**src/design/rcs_pkg.sv**
```systemverilog
// constants and register map of the reset cause recorder
package rcs_pkg;
  localparam int ADDR_W = 12;
  localparam int DATA_W = 32;
  localparam int WAKE_W = 8;
  // register indices; byte address is four times the index
  localparam logic [9:0] REG_PRIMARY_IDX = 10'h000;
  localparam logic [9:0] REG_EXTENDED_IDX = 10'h001;
  localparam logic [9:0] REG_IRQ_STATUS_IDX = 10'h002;
  localparam logic [9:0] REG_IRQ_MASK_IDX = 10'h003;
  // primary cause register fields
  localparam int PRI_WAKE_BIT = 0;
  localparam int PRI_UNDERVOLT_BIT = 1;
  localparam int PRI_CLKLOSS_BIT = 2;
  localparam int PRI_POWERON_BIT = 7;
  // extended cause register fields
  localparam int EXT_LOCKUP_BIT = 1;
  localparam int EXT_SOFTWARE_BIT = 2;
  localparam int EXT_DEBUGGER_BIT = 3;
  localparam int EXT_STOPACK_BIT = 5;
  localparam logic [7:0] EXT_USED_MASK = 8'h2e;
  // reset values and fixed capture values
  localparam logic [7:0] PRIMARY_POR_VALUE = 8'h82;
  localparam logic [7:0] PRIMARY_UNDERVOLT_VALUE = 8'h02;
  localparam logic [7:0] PRIMARY_WAKE_VALUE = 8'h01;
  localparam logic [7:0] EXTENDED_RESET_VALUE = 8'h00;
  localparam logic [7:0] IRQ_STATUS_RESET = 8'h00;
  localparam logic [7:0] IRQ_MASK_RESET = 8'h00;
  // interrupt status fields
  localparam int IRQ_WAKE_BIT = 0;
  localparam int IRQ_UNDERVOLT_BIT = 1;
  localparam int IRQ_CLKLOSS_BIT = 2;
  localparam int IRQ_DEBUGGER_BIT = 3;
  localparam int IRQ_SOFTWARE_BIT = 4;
  localparam int IRQ_STOPACK_BIT = 5;
  localparam int IRQ_LOCKUP_BIT = 6;
  // timing
  localparam longint CLK_HZ = 25_000_000;
  localparam longint STOP_ACK_TIME_MS = 1000;
  localparam int STOP_ACK_CYCLES = int'((CLK_HZ * STOP_ACK_TIME_MS) / 1000);
endpackage

```
**src/design/rcs_reset_cause_status.sv**
```systemverilog
// reset cause recorder with apb register access and event interrupt
//
// Our own choice: register access over APB.
`timescale 1ns/1ns
//
// Function
// - bit 2 of primary set on loss of external clock, else cleared
// - clock loss only counts while the clock monitor is enabled
// - enabled undervoltage trip causes reset and sets primary bit 1
// - power-on reset also sets the undervoltage flag
// - bit 0 of primary set by enabled wake source in low-leakage mode
// - in leakage stop mode only the reset pin gives a wake reset
// - in deep leakage stop modes any enabled wake source gives one
// - wake flag cleared by every reset other than a wake reset
// - extended register reads zero after power-on, undervoltage or wake
// - otherwise only the flags of the actual sources are set
// - extended bit 5 set after stop acknowledge timeout of one second
// - extended bit 3 set on debugger system reset request
// - extended bit 2 set on software system reset request
// - extended bit 1 set on core lockup
// - extended bits 7, 6, 4 and 0 read as zero
// - both cause registers are read-only, reset state set by cause
// - after power-on the primary register reads 0x82
module rcs_reset_cause_status #(
  parameter int STOP_ACK_CYCLES = rcs_pkg::STOP_ACK_CYCLES
) (
  input wire logic pclk,
  input wire logic presetn,
  input wire logic psel,
  input wire logic penable,
  input wire logic pwrite,
  input wire logic [rcs_pkg::ADDR_W-1:0] paddr,
  input wire logic [rcs_pkg::DATA_W-1:0] pwdata,
  input wire logic [3:0] pstrb,
  output logic [rcs_pkg::DATA_W-1:0] prdata,
  output logic pready,
  output logic pslverr,
  input wire logic clock_loss_detect,
  input wire logic clock_monitor_enable,
  input wire logic undervoltage_trip,
  input wire logic undervoltage_reset_enable,
  input wire logic leakage_stop_mode,
  input wire logic deep_leakage_stop_modes,
  input wire logic reset_pin_assert,
  input wire logic [rcs_pkg::WAKE_W-1:0] wake_source,
  input wire logic [rcs_pkg::WAKE_W-1:0] wake_source_enable,
  input wire logic stop_entry_pending,
  input wire logic stop_ack_all,
  input wire logic debugger_request,
  input wire logic core_system_reset_request,
  input wire logic core_lockup,
  output logic system_reset_request,
  output logic irq
);
  import rcs_pkg::*;

  ////////////////////////////////////////////////////////////////////////
  // qualified reset sources

  logic clock_loss_cause;
  logic undervoltage_cause;
  logic leakage_wake_unit;
  logic stop_ack_timeout_cause;
  logic debugger_request_cause;
  logic software_request_cause;
  logic core_lockup_cause;
  logic any_cause;
  logic [31:0] stop_wait_count;

  // the monitor gate keeps a disabled monitor from ever resetting the chip
  assign clock_loss_cause = clock_loss_detect & clock_monitor_enable;
  assign undervoltage_cause = undervoltage_trip & undervoltage_reset_enable;
  // leakage stop only listens to the pin, deep modes to any enabled source
  assign leakage_wake_unit = (leakage_stop_mode & reset_pin_assert)
    | (deep_leakage_stop_modes & (|(wake_source & wake_source_enable)));
  assign stop_ack_timeout_cause = stop_entry_pending & ~stop_ack_all
    & (stop_wait_count == 32'(STOP_ACK_CYCLES - 1));
  assign debugger_request_cause = debugger_request;
  assign software_request_cause = core_system_reset_request;
  assign core_lockup_cause = core_lockup;
  assign any_cause = clock_loss_cause | undervoltage_cause | leakage_wake_unit
    | stop_ack_timeout_cause | debugger_request_cause | software_request_cause
    | core_lockup_cause;

  // stop acknowledge watchdog; restarts whenever the request is dropped
  always_ff @(posedge pclk or negedge presetn)
  begin
    if (!presetn)
      stop_wait_count <= 32'h0000_0000;
    else if (!stop_entry_pending || stop_ack_all || stop_ack_timeout_cause)
      stop_wait_count <= 32'h0000_0000;
    else
      stop_wait_count <= stop_wait_count + 32'h0000_0001;
  end

  ////////////////////////////////////////////////////////////////////////
  // cause capture

  logic [7:0] reset_cause_primary;
  logic [7:0] reset_cause_extended;
  logic [7:0] next_primary;
  logic [7:0] next_extended;

  // undervoltage outranks wake, wake outranks the ordinary sources
  always_comb
  begin
    next_primary = 8'h00;
    next_extended = 8'h00;
    if (undervoltage_cause)
    begin
      next_primary = PRIMARY_UNDERVOLT_VALUE;
    end
    else if (leakage_wake_unit)
    begin
      next_primary = PRIMARY_WAKE_VALUE;
    end
    else
    begin
      next_primary[PRI_CLKLOSS_BIT] = clock_loss_cause;
      next_extended[EXT_STOPACK_BIT] = stop_ack_timeout_cause;
      next_extended[EXT_DEBUGGER_BIT] = debugger_request_cause;
      next_extended[EXT_SOFTWARE_BIT] = software_request_cause;
      next_extended[EXT_LOCKUP_BIT] = core_lockup_cause;
    end
  end

  // presetn is the power-on reset; other causes load on the reset request
  always_ff @(posedge pclk or negedge presetn)
  begin
    if (!presetn)
    begin
      reset_cause_primary <= PRIMARY_POR_VALUE;
      reset_cause_extended <= EXTENDED_RESET_VALUE;
    end
    else if (any_cause)
    begin
      reset_cause_primary <= next_primary;
      reset_cause_extended <= next_extended & EXT_USED_MASK;
    end
  end

  always_ff @(posedge pclk or negedge presetn)
  begin
    if (!presetn)
      system_reset_request <= 1'b0;
    else
      system_reset_request <= any_cause;
  end

  ////////////////////////////////////////////////////////////////////////
  // interrupt status and mask

  logic [7:0] irq_status;
  logic [7:0] irq_mask;
  logic [7:0] irq_events;
  logic wr_access;
  logic [9:0] word_index;

  assign irq_events = {core_lockup_cause, stop_ack_timeout_cause,
    software_request_cause, debugger_request_cause, clock_loss_cause,
    undervoltage_cause, leakage_wake_unit} == 7'h00 ? 8'h00 :
    {1'b0, core_lockup_cause, stop_ack_timeout_cause, software_request_cause,
    debugger_request_cause, clock_loss_cause, undervoltage_cause, leakage_wake_unit};
  assign word_index = paddr[11:2];
  assign wr_access = psel & penable & pwrite & pstrb[0];

  // a new event wins over a write-one-to-clear in the same cycle
  always_ff @(posedge pclk or negedge presetn)
  begin
    if (!presetn)
      irq_status <= IRQ_STATUS_RESET;
    else if (wr_access && word_index == REG_IRQ_STATUS_IDX)
      irq_status <= (irq_status & ~pwdata[7:0]) | irq_events;
    else
      irq_status <= irq_status | irq_events;
  end

  always_ff @(posedge pclk or negedge presetn)
  begin
    if (!presetn)
      irq_mask <= IRQ_MASK_RESET;
    else if (wr_access && word_index == REG_IRQ_MASK_IDX)
      irq_mask <= pwdata[7:0];
  end

  assign irq = |(irq_status & irq_mask);

  ////////////////////////////////////////////////////////////////////////
  // apb slave: zero wait states, read data loaded in the setup cycle

  logic mapped;

  assign pready = 1'b1;
  assign mapped = paddr[1:0] == 2'h0 && word_index <= REG_IRQ_MASK_IDX;

  always_ff @(posedge pclk or negedge presetn)
  begin
    if (!presetn)
    begin
      prdata <= 32'h0000_0000;
      pslverr <= 1'b0;
    end
    else if (psel && !penable)
    begin
      pslverr <= ~mapped;
      prdata <= 32'h0000_0000;
      if (!pwrite && mapped)
      begin
        unique case (word_index)
          REG_PRIMARY_IDX: prdata <= {24'h00_0000, reset_cause_primary};
          REG_EXTENDED_IDX: prdata <= {24'h00_0000, reset_cause_extended};
          REG_IRQ_STATUS_IDX: prdata <= {24'h00_0000, irq_status};
          REG_IRQ_MASK_IDX: prdata <= {24'h00_0000, irq_mask};
          default: prdata <= 32'h0000_0000;
        endcase
      end
    end
    else if (!psel)
    begin
      pslverr <= 1'b0;
    end
  end
endmodule // rcs_reset_cause_status

```
**config.mk**
```make
export PLATFORM = sky130hd
export DESIGN_NAME = rcs_reset_cause_status
export DESIGN_NICKNAME = d
export VERILOG_FILES = /design/src/design/rcs_pkg.sv /design/src/design/rcs_reset_cause_status.sv
export SDC_FILE = /design/constraint.sdc
export NUM_CORES = 1
export LEC_CHECK = 0
export BUFFER_PORTS_ARGS = -buffer_cell sky130_fd_sc_hd__buf_2
export CORE_MARGIN = 2
export CORE_UTILIZATION = 45
export CTS_CLUSTER_DIAMETER = 80
export DETAILED_ROUTE_END_ITERATION = 12
export PLACE_DENSITY = 0.77
export SLEW_MARGIN = 20
export SYNTH_ARGS = -nofsm -noshare
export SYNTH_HDL_FRONTEND = slang
export SYNTH_SLANG_ARGS = --single-unit
```
**constraint.sdc**
```tcl
create_clock -name pclk -period 2.3 [get_ports pclk]
set_input_delay 0.345 -clock pclk [delete_from_list [all_inputs] [get_ports pclk]]
set_output_delay 0.345 -clock pclk [all_outputs]
set_load 0.05 [all_outputs]
```
==> summary.txt, run 1 <==
Timing
  • Share of the cycle needed by the critical path after routing: 95.3%
  • Slew Limit Fails: 0
  • Slew margin rel.: 61.5%
  • Layout Skew: 9.98 ps
  • Worst hold margin: -4.43 ps
  • Setup TNS: 0 ps
  • Final Hold Vio Count: 7
  • Fmax: 456 MHz
  • Final setup fails: 0
  • Min cycle time layout: between 2000 and 2500 ps
  • RSZ-0062 raised after global routing: no
  • Worst-Margin Slew: 573 ps

Synth
  • Post-synthesis sequential area ratio: 47.4%
  • Post-Syn Area per Cell: 9.56 µm²
  • Unique masters post-synth: 47
  • Dominant synthesized flop cell: dfrtp_1
  • Synth Cell Area: 3490 µm²
  • Ys Warns: 0
  • Mapped Cells: 365
  • Synth Register Bits: 66
  • Synth async-reset ratio: 100%
  • Number of synthesized flops with an enable pin: 0

Floorplan
  • Die Y: roughly 90 µm
  • Chip Width: 92.1 µm
  • Die Area: between 8000 and 9000 µm²
  • Core area: 7610 µm²
  • Top Ports: 117
  • Rows: 32
  • Initial core utilization: between 40% and 50%

Layout
  • Final nets: 516
  • Commonest cells after routing, fill and taps aside: buf_2, dfrtp_1, o21ai_0, conb_1, nand2_1
  • FILL cells: 714
  • Area Growth Syn to Fin: 16.3%
  • Antenna cells: 0
  • Layout cells sized above 1: between 20% and 30%

Power
  • Sw frac: 28.1%
  • PwrDens: 556 nW/µm²
  • Leakage power total: around 1.8 nW
  • Combinational Power Share: 11.4%
  • Max IR drop VDD: 0.348 mV
  • NetSw: 634 µW
  • Clock power share: between 30% and 40%
  • Internal Power: 1.62 mW
  • Part of the power in registers: approximately 52%

Job
  • Max Cap Viol: 0

Route
  • Pre-antenna DRT Iters: 4
  • Vias after detailed routing: 2,956
  • Post-Route WL: 7650 µm
  • DR WL/cell: 14.1 µm
  • Via/cell ratio: 5.46
  • DRT iter0 DRCs: 115
  • Post-route DRC: 0
  • ANT nets after route: 0

Setup path
  • Top cell by count, worst path: or4_1
  • WP data arrival: 2460 ps
  • Worst r2r path cells: 6
  • Setup CP Type: flop to flop
  • Crit-path max FO: 16
  • CP max-delay cell: or4_1
  • CP cell instances: ha_1 -> nand3_1 -> or4_1 -> buf_4 -> or4_1 -> a21oi_1
  • Setup crit end kind: flop
  • Reg2Reg Setup Slack: 110 ps
  • Buf/Inv on CP: 1
  • Reg-to-Reg Start: stop_wait_count[1]
  • Reg2reg end: stop_wait_count[28]
  • Setup crit start kind: flop
  • Required @ worst endpoint: around 2600 ps
  • CP delay by family, top: simple AND/OR/NAND/NOR gates
  • CP max stage delay: 530 ps

CTS
  • Clk root buf: clkbuf_8
  • Hold Buf Count CTS: 0
  • Clock tree from TritonCTS: yes
  • Setup Fix Bufs, Post-CTS: 0
  • Post-cts gate resize count: 0
  • Clock sinks: 66
  • Clk_lat worst skew: 350 ps
  • Worst-path clk slew: 70 ps
  • CTS buffer count: 9
  • H-tree depth: 3
  • Longest Clk Path Bufs: 2

Global route
  • Initial antenna violation count: 0
  • All-Layer GR Usage: between 10% and 20%
  • First-pass GRT wire length: around 13,000 µm
  • Number of global-route vias before repair: 2,825
  • Largest net degree at the start of global routing: 67
  • Total grt overflow: 0

Placed design
  • Port Buffers: 64
  • Detailed Place HPWL: 5450 µm
  • Final Wtd Congestion: 0.835

Worst hold path
  • Hold Crit Class: input pin to async pin

Status
  • Failing checks: negative hold slack
  • Status: finished with violations
-- worst max-delay path by stage --
stage	slack [ps]	end	startpoint	depth (start not counted)
6_report	110	stop_wait_count[28]	stop_wait_count[1]	6
5_1_grt	20	stop_wait_count[28]	stop_wait_count[1]	6
4_1_cts	50	reset_cause_primary[1]	stop_wait_count[6]	4
3_5_place_dp	80	reset_cause_primary[1]	stop_wait_count[6]	4
3_3_place_gp	140	reset_cause_primary[1]	stop_wait_count[6]	4
2_1_floorplan	100	reset_cause_primary[1]	stop_wait_count[6]	6
-- cell type report --
class,instances,area [µm²],area share [%]
well taps,102,128,3.14
clock inverters,6,33.8,0.832
inverters,14,52.6,1.29
clock buffers,10,128,3.14
multi-input cells,267,1630,40.1
repair buffers,76,435,10.7
flip-flops and latches,66,1650,40.7
-- metal layers --
layer	part of all wire (%)	routed length (µm)	global-route usage, %	up-vias
li1	-	-	-	1422
met1	42	3220	23.0	1438
met2	51	3900	31.5	89
met3	5.7	437	6.33	7
met4	1.2	92	6.59	0
met5	0	0	0	-
-- cells by family after synthesis --
family,count (synthesis),share of synthesized area [%]
buf+inv,55,8.78
xor+xnor,14,3.51
compound gates,91,16.5
mux,9,3.33
fa+ha+maj,1,0.358
simple gates,127,19.9
other cells,2,0.215
flops,66,47.4
-- sequential cells by signal, summed over array words and instances (netlist names) --
signal,cells
irq_status,8
stop_wait_count,32
prdata,8
system_reset_request,1
pslverr,1
reset_cause_primary,4
reset_cause_extended,4
irq_mask,8
-- through the flow --
| stage | instance area, µm² | cells | utilization, % | setup slack [ps] | total power [mW] |
|---|---|---|---|---|---|
| final | 4060 | 541 | 53.4 | 108 | 2.26 |
| after global routing | 4060 | 541 | 53.4 | 23.9 | 2.36 |
| after CTS | 4060 | 541 | 53.3 | 45.3 | 2.29 |
| after detailed placement | 3890 | 525 | 51.2 | 79.2 | 1.46 |
| after global placement | 3890 | 525 | 51.2 | 142 | 1.46 |
| after floorplan | 3580 | 388 | - | 104 | 1.39 |
-- Yosys cell counts (all sizes together) (3+ instances only) --
cell / n / area (µm²)
nand2b: 5 / 31.3
nand4: 12 / 75.1
o31ai: 17 / 133
dfrtp: 64 / 1600
and4: 6 / 52.6
o21ai: 27 / 135
a21oi: 23 / 115
nor3: 8 / 40.0
mux2i: 6 / 60.1
nand3: 11 / 55.1
a22oi: 8 / 60.1
a211oi: 3 / 22.5
nor2: 23 / 86.3
buf: 32 / 220
inv: 14 / 52.6
clkbuf: 9 / 33.8
nor4: 6 / 37.5
a22o: 4 / 35.0
xnor2: 10 / 87.6
xor2: 4 / 35.0
or4: 13 / 97.6
nand2: 24 / 90.1
or3: 7 / 43.8
-- power by group through the flow --
| stage | Clock [mW] | Sequential, mW | Combinational [mW] |
|---|---|---|---|
| final | 0.822 | 1.18 | 0.258 |
| after global routing | 0.898 | 1.18 | 0.280 |
| after CTS | 0.853 | 1.18 | 0.259 |
| after floorplan | 0 | 1.20 | 0.188 |
| after global placement | 0 | 1.20 | 0.256 |
| after detailed placement | 0 | 1.20 | 0.259 |
No activity file was read; power rests on OpenSTA's default activity.
==> run 2, diff against run 1 <==
--- a/config.mk
+++ b/config.mk
@@ -6,11 +6,13 @@
 export NUM_CORES = 1
 export LEC_CHECK = 0
 export BUFFER_PORTS_ARGS = -buffer_cell sky130_fd_sc_hd__buf_2
+export CELL_PAD_IN_SITES_DETAIL_PLACEMENT = 0
+export CELL_PAD_IN_SITES_GLOBAL_PLACEMENT = 1
 export CORE_MARGIN = 2
-export CORE_UTILIZATION = 45
+export CORE_UTILIZATION = 34
 export CTS_CLUSTER_DIAMETER = 80
 export DETAILED_ROUTE_END_ITERATION = 12
-export PLACE_DENSITY = 0.77
+export PLACE_DENSITY = 0.78
 export SLEW_MARGIN = 20
 export SYNTH_ARGS = -nofsm -noshare
 export SYNTH_HDL_FRONTEND = slang
==> summary.txt, run 2 (synthesis results as in run 1) <==
Status
  • Status: completed (was finished with violations)

Timing
  • Setup TNS: 0 ps (unchanged)
  • Worst hold margin: 229 ps (was -4.43 ps)
  • Final setup fails: 0 (unchanged)
  • RSZ-0062 raised after global routing: no (unchanged)
  • Slew margin rel.: 62.5% (was 61.5%)
  • Fmax: 448 MHz (was 456 MHz)
  • Worst-Margin Slew: 557 ps (was 573 ps)
  • Final Hold Vio Count: 0 (was 7)
  • Layout Skew: 12.4 ps (was 9.98 ps)
  • Setup WS post-layout: 68.1 ps (was 108 ps)
  • Slew Limit Fails: 0 (unchanged)
  • Min cycle time layout: 2230 ps (was 2190 ps)
  • Share of the cycle needed by the critical path after routing: 97.0% (was 95.3%)

CTS
  • Clock tree from TritonCTS: yes (unchanged)
  • H-tree depth: 3 (unchanged)
  • Clock sinks: 66 (unchanged)
  • CTS buffer count: 9 (unchanged)
  • Clk root buf: clkbuf_8 (unchanged)
  • Post-cts gate resize count: 0 (unchanged)
  • Clk_lat worst skew: 350 ps (about the same)
  • Worst-path clk slew: 70 ps (about the same)
  • Longest Clk Path Bufs: 2 (unchanged)

Placed design
  • Pre-CTS WS: 73.4 ps (was 79.2 ps)
  • Final Wtd Congestion: 0.797 (was 0.835)
  • Placed Cells: 560 (was 525)
  • Detailed Place HPWL: 5860 µm (was 5450 µm)
  • Port Buffers: 64 (unchanged)
  • DP Area: 3950 µm² (was 3890 µm²)

Job
  • Max Cap Viol: 0 (unchanged)

Global route
  • First-pass GRT wire length: 13,600 µm (was 12,800 µm)
  • Initial antenna violation count: 0 (unchanged)
  • Largest net degree at the start of global routing: 41 (was 67)
  • Number of global-route vias before repair: 2,841 (was 2,825)
  • Total grt overflow: 0 (unchanged)
  • All-Layer GR Usage: 15.1% (was 18.9%)

Setup path
  • Setup crit start kind: flop (unchanged)
  • CP max stage delay: 560 ps (was 530 ps)
  • WP data arrival: 2510 ps (was 2460 ps)
  • CP max-delay cell: or4_1 (unchanged)
  • Worst setup path endpoint: reset_cause_primary[1] (was stop_wait_count[28])
  • Critical Path Start: stop_wait_count[7] (was stop_wait_count[1])
  • Reg-to-Reg Start: stop_wait_count[7] (was stop_wait_count[1])
  • Setup CP Type: flop to flop (unchanged)
  • Setup crit end kind: flop (unchanged)
  • Top cell by count, worst path: or4_1 (unchanged)
  • Reg2Reg Setup Slack: 70 ps (was 110 ps)
  • Reg2reg end: reset_cause_primary[1] (was stop_wait_count[28])
  • Required @ worst endpoint: 2570 ps (about the same)
  • Crit-path max FO: 6 (was 16)
  • Worst r2r path cells: 4 (was 6)
  • CP cell instances: or4_1 -> or3b_1 -> or4_1 -> a41o_1 (was ha_1 -> nand3_1 -> or4_1 -> buf_4 -> or4_1 -> a21oi_1)

Layout
  • Final Cell Area: 4160 µm² (was 4060 µm²)
  • Most flops, register: stop_wait_count (unchanged)
  • Layout cells sized above 1: 23.2% (was 22.6%)
  • FILL cells: 988 (was 714)
  • Antenna cells: 0 (unchanged)
  • Final nets: 521 (was 516)
  • Final core occ: 42.2% (was 53.4%)
  • Finished Layout Cells: 577 (was 541)
  • Multi-input logic area: 1630 µm² (about the same)
  • FF+latch area: 1650 µm² (unchanged)
  • Max FFs per register: 32 (unchanged)
  • Commonest cells after routing, fill and taps aside: buf_2, dfrtp_1, o21ai_0, conb_1, nand2_1 (unchanged)
  • Area Growth Syn to Fin: 19.2% (was 16.3%)

Route
  • Pre-antenna DRT Iters: 5 (was 4)
  • Post-route DRC: 0 (unchanged)
  • DR WL/cell: 13.9 µm (was 14.1 µm)
  • ANT nets after route: 0 (unchanged)
  • Post-Route WL: 8000 µm (was 7650 µm)
  • Via/cell ratio: 5.14 (was 5.46)
  • Vias after detailed routing: 2,963 (was 2,956)
  • DRT iter0 DRCs: 112 (was 115)

Floorplan
  • Top Ports: 117 (unchanged)
  • Die Y: 105 µm (was 92.1 µm)
  • Initial core utilization: 35.4% (was 45.9%)
  • Rows: 36 (was 32)
  • Core area: 9860 µm² (was 7610 µm²)
  • Die Area: 11,100 µm² (was 8480 µm²)
  • Chip Width: 105 µm (was 92.1 µm)

Power
  • Total Power: 2.43 mW (was 2.26 mW)
  • PwrDens: 584 nW/µm² (was 556 nW/µm²)
  • Max IR drop VDD: 0.265 mV (was 0.348 mV)
  • Leakage power total: 1.79 nW (was 1.76 nW)

Worst hold path
  • Hold Crit Class: input pin to flop (was input pin to async pin)
==> run 2: power breakdown <==
group / switching [mW] / internal, mW
Clock: 0.459 / 0.530
Sequential: 0.00709 / 1.17
Combinational: 0.191 / 0.0715
Total: 0.657 / 1.77
==> run 2: area by class of cell <==
cell class	count	area share, %
Sequential cell	66	39.7
Multi-Input combinational cell	267	39.0
Timing Repair Buffer	81	11.1
Tap cell	133	4.00
Clock buffer	10	3.31
Clock inverter	6	1.53
Inverter	14	1.26
==> run 2: how the worst min path moves through the flow <==
| stage | from | slack (ps) | cells past startpoint | end |
|---|---|---|---|---|
| floorplan | presetn | 50 | 0 | irq_mask[0] |
| global placement | presetn | 370 | 2 | prdata[0] |
| detailed placement | presetn | 370 | 2 | prdata[0] |
| CTS | pwdata[7] | 210 | 2 | irq_status[7] |
| global route | pwdata[7] | 210 | 2 | irq_status[7] |
| finish | pwdata[7] | 230 | 2 | irq_status[7] |
==> run 2: timing repair <==
action	CTS	global route
endpoints found under the setup margin	0	0
hold buffers	1	0
buffers inserted	0	0
hold endpoints to repair	22	0
==> run 2: metal layers <==
layer / global-route usage (%) / routed length, µm
met1: 19.9 / 3610
met2: 24.5 / 3820
met3: 3.90 / 474
met4: 4.57 / 97
met5: 0 / 0
==> run 2: critical path, delay by kind of cell, from the launching register on <==
family / cells / cell delay [ps]
AO/OA/AOI/OAI: 1 / 270
flip-flops: 1 / 400
AND/OR/NAND/NOR: 3 / 1490
==> run 3, diff against run 2 <==
--- a/config.mk
+++ b/config.mk
@@ -5,11 +5,12 @@
 export SDC_FILE = /design/constraint.sdc
 export NUM_CORES = 1
 export LEC_CHECK = 0
+export ABC_AREA = 1
 export BUFFER_PORTS_ARGS = -buffer_cell sky130_fd_sc_hd__buf_2
 export CELL_PAD_IN_SITES_DETAIL_PLACEMENT = 0
 export CELL_PAD_IN_SITES_GLOBAL_PLACEMENT = 1
 export CORE_MARGIN = 2
-export CORE_UTILIZATION = 34
+export CORE_UTILIZATION = 33
 export CTS_CLUSTER_DIAMETER = 80
 export DETAILED_ROUTE_END_ITERATION = 12
 export PLACE_DENSITY = 0.78
==> summary.txt, run 3 <==
Global route
  • Total grt overflow: 0 (unchanged)
  • First-pass GRT wire length: 16,800 µm (was 13,600 µm)
  • Initial antenna violation count: 0 (unchanged)
  • Number of global-route vias before repair: 3,632 (was 2,841)
  • Largest net degree at the start of global routing: 67 (was 41)
  • All-Layer GR Usage: 16.5% (was 15.1%)

Setup path
  • Setup CP Type: flop to output port (was flop to flop)
  • Required @ worst endpoint: 1960 ps (was 2570 ps)
  • Critical Path Start: irq_mask[5] (was stop_wait_count[7])
  • CP max stage delay: 410 ps (was 560 ps)
  • Setup crit start kind: flop (unchanged)
  • Setup crit end kind: output port (was flop)
  • CP max-delay cell: dfrtp_1 (was or4_1)
  • Worst r2r path cells: 9 (was 4)
  • Worst setup path endpoint: irq (was reset_cause_primary[1])
  • Reg2reg end: stop_wait_count[28] (was reset_cause_primary[1])
  • Crit-path max FO: 3 (was 6)
  • Reg-to-Reg Start: stop_wait_count[0] (was stop_wait_count[7])
  • CP cell instances: nand2_1 -> inv_1 -> a221oi_1 -> nand4_1 -> buf_2 (was or4_1 -> or3b_1 -> or4_1 -> a41o_1)
  • WP data arrival: 1480 ps (was 2510 ps)
  • Reg2Reg Setup Slack: 580 ps (was 70 ps)

Floorplan
  • Die Area: 13,100 µm² (was 11,100 µm²)
  • Die Y: 114 µm (was 105 µm)
  • Initial core utilization: 33.6% (was 35.4%)
  • Chip Width: 114 µm (was 105 µm)
  • Rows: 40 (was 36)
  • Core area: 12,000 µm² (was 9860 µm²)
  • Top Ports: 117 (unchanged)

CTS
  • Clk_lat worst skew: 330 ps (was 350 ps)
  • Hold Buf Count CTS: 0 (was 1)
  • Setup Fix Bufs, Post-CTS: 0 (unchanged)
  • Worst-path clk slew: 60 ps (was 70 ps)
  • Clock tree from TritonCTS: yes (unchanged)
  • H-tree depth: 3 (unchanged)
  • Clock sinks: 66 (unchanged)
  • Post-cts gate resize count: 0 (unchanged)
  • CTS buffer count: 9 (unchanged)
  • Longest Clk Path Bufs: 2 (unchanged)
  • Clk root buf: clkbuf_16 (was clkbuf_8)

Synth
  • Xor/xnor share of the synthesized area: 1.75% (was 3.51%)
  • Unique masters post-synth: 33 (was 47)
  • Synth area leader: dfrtp_1 (unchanged)
  • Post-synthesis sequential area ratio: 41.2% (was 47.4%)
  • Simple-gate portion of the synthesized area: 40.7% (was 19.9%)
  • Post-Syn Area per Cell: 7.16 µm² (was 9.56 µm²)
  • Compound-Gate Fraction of Synth Area: 4.05% (was 16.5%)
  • Most common cell in the netlist: nand2_1 (was dfrtp_1)
  • Adder and majority gate portion of the synthesized area: 0.312% (was 0.358%)
  • Synth Register Bits: 66 (unchanged)
  • Ys Warns: 0 (unchanged)
  • Synth top area share: 39.9% (was 45.9%)
  • Number of synthesized flops with an enable pin: 0 (unchanged)
  • Dominant synthesized flop cell: dfrtp_1 (unchanged)
  • Synth Cell Area: 4020 µm² (was 3490 µm²)
  • Synth async-reset ratio: 100% (unchanged)
  • Mapped Cells: 561 (was 365)
  • Post-synthesis mux area share: 0% (was 3.33%)
  • Largest family of logic cells by synthesized area: simple AND/OR/NAND/NOR gates (unchanged)
  • Commonest cells post-synth: nand2_1, nor2_1, dfrtp_1, inv_1, nand3_1 (was dfrtp_1, o21ai_0, buf_4, nand2_1)
  • Main area contributors after synthesis: dfrtp_1, nand2_1, nor2_1, nand3_1, inv_1 (was dfrtp_1, buf_4, o21ai_0, o31ai_1, a21oi_1)

Job
  • Max Cap Viol: 0 (unchanged)

Timing
  • Min cycle time layout: 1830 ps (was 2230 ps)
  • Share of the cycle needed by the critical path after routing: 79.4% (was 97.0%)
  • Worst-Margin Slew: 577 ps (was 557 ps)
  • Slew margin rel.: 61.3% (was 62.5%)
  • Final Hold Vio Count: 0 (unchanged)
  • Setup TNS: 0 ps (unchanged)
  • Setup WS post-layout: 473 ps (was 68.1 ps)
  • Final setup fails: 0 (unchanged)
  • Layout Skew: 11.5 ps (was 12.4 ps)
  • Slew Limit Fails: 0 (unchanged)
  • RSZ-0062 raised after global routing: no (unchanged)
  • Fmax: 547 MHz (was 448 MHz)

Layout
  • Antenna cells: 0 (unchanged)
  • FILL cells: 1,277 (was 988)
  • Layout cells sized above 1: 19.2% (was 23.2%)
  • Multi-input logic area: 1970 µm² (was 1630 µm²)
  • Final nets: 713 (was 521)
  • Commonest cells after routing, fill and taps aside: nand2_1, nor2_1, buf_2, dfrtp_1, inv_1 (was buf_2, dfrtp_1, o21ai_0, conb_1, nand2_1)
  • Max FFs per register: 32 (unchanged)
  • Commonest non-fill, non-tap cell in the layout: nand2_1
  • Area Growth Syn to Fin: 17.2% (was 19.2%)
  • Most flops, register: stop_wait_count (unchanged)
  • FF+latch area: 1650 µm² (unchanged)

Route
  • ANT nets after route: 0 (unchanged)
  • Via/cell ratio: 4.59 (was 5.14)
  • Pre-antenna DRT Iters: 4 (was 5)
  • Vias after detailed routing: 3,592 (was 2,963)
  • Post-Route WL: 9780 µm (was 8000 µm)
  • DRT iter0 DRCs: 139 (was 112)
  • Post-route DRC: 0 (unchanged)
  • DR WL/cell: 12.5 µm (was 13.9 µm)

Placed design
  • Port Buffers: 64 (unchanged)
  • Detailed Place HPWL: 7640 µm (was 5860 µm)
  • Final Wtd Congestion: 0.862 (was 0.797)
  • Pre-CTS WS: 555 ps (was 73.4 ps)

Power
  • Max IR drop VDD: 0.280 mV (was 0.265 mV)
  • PwrDens: 591 nW/µm² (was 584 nW/µm²)
  • Leakage power total: 2.28 nW (was 1.79 nW)

Worst hold path
  • Hold Crit Class: input pin to async pin (was input pin to flop)

Status
  • Status: completed (unchanged)
==> run 3: layout make-up <==
class | instances | area share, %
clock buffers | 12 | 5.66
clock inverters | 4 | 0.691
inverters | 62 | 4.95
multi-input cells | 426 | 42.0
flip-flops and latches | 66 | 35.2
well taps | 147 | 3.91
repair buffers | 66 | 7.66
==> run 3: worst max-delay path: cells and delay by family, from the launching register on <==
family          cells  cell delay (ps)
compound gates      1              240
buf+inv             2              280
flops               1              410
simple gates        2              220
==> run 3: layer usage <==
metal | track usage [%] | vias up | wire (µm)
li1 | - | 1844 | -
met2 | 29.1 | 107 | 4710
met1 | 19.5 | 1624 | 4310
met5 | 0 | - | 0
met4 | 5.53 | 0 | 225
met3 | 4.08 | 17 | 533
==> run 3: kinds of logic (layout without fill, tap and decap cells) <==
| family | count (synthesis) | count (layout) |
|---|---|---|
| AOI/OAI and AO/OA | 24 | 24 |
| xor gates and xnor gates | 8 | 8 |
| adders and majority gates | 1 | 1 |
| buffers and inverters | 92 | 144 |
| DFF | 66 | 66 |
| other | 2 | 25 |
| and+or+nand+nor | 368 | 368 |
==> run 3: how the worst min path moves through the flow <==
stage | cells past startpoint | from | slack, ps | endpoint
3_3_place_gp | 2 | presetn | 390 | stop_wait_count[10]
5_1_grt | 2 | presetn | 50 | stop_wait_count[14]
2_1_floorplan | 0 | presetn | 50 | irq_mask[0]
4_1_cts | 2 | presetn | 50 | stop_wait_count[10]
6_report | 2 | presetn | 20 | stop_wait_count[12]
3_5_place_dp | 2 | presetn | 400 | stop_wait_count[10]
==> run 3: stage by stage <==
step                      std cells  hold slack [ps]  power [mW]  utilization (%)  instance area (µm²)
after floorplan                 584             49.4        1.39                -                 4100
after global placement          767              391        1.45             36.8                 4410
after detailed placement        767              398        1.45             36.8                 4410
after CTS                       783             45.6        2.82             39.3                 4700
after global routing            783             52.0        2.89             39.3                 4700
final                           783             21.2        2.78             39.3                 4700
==> run 3: power breakdown <==
part	internal [mW]	switching, mW	total, mW
logic	0.0578	0.193	0.251
registers	1.17	0.00628	1.18
clock network	0.825	0.526	1.35
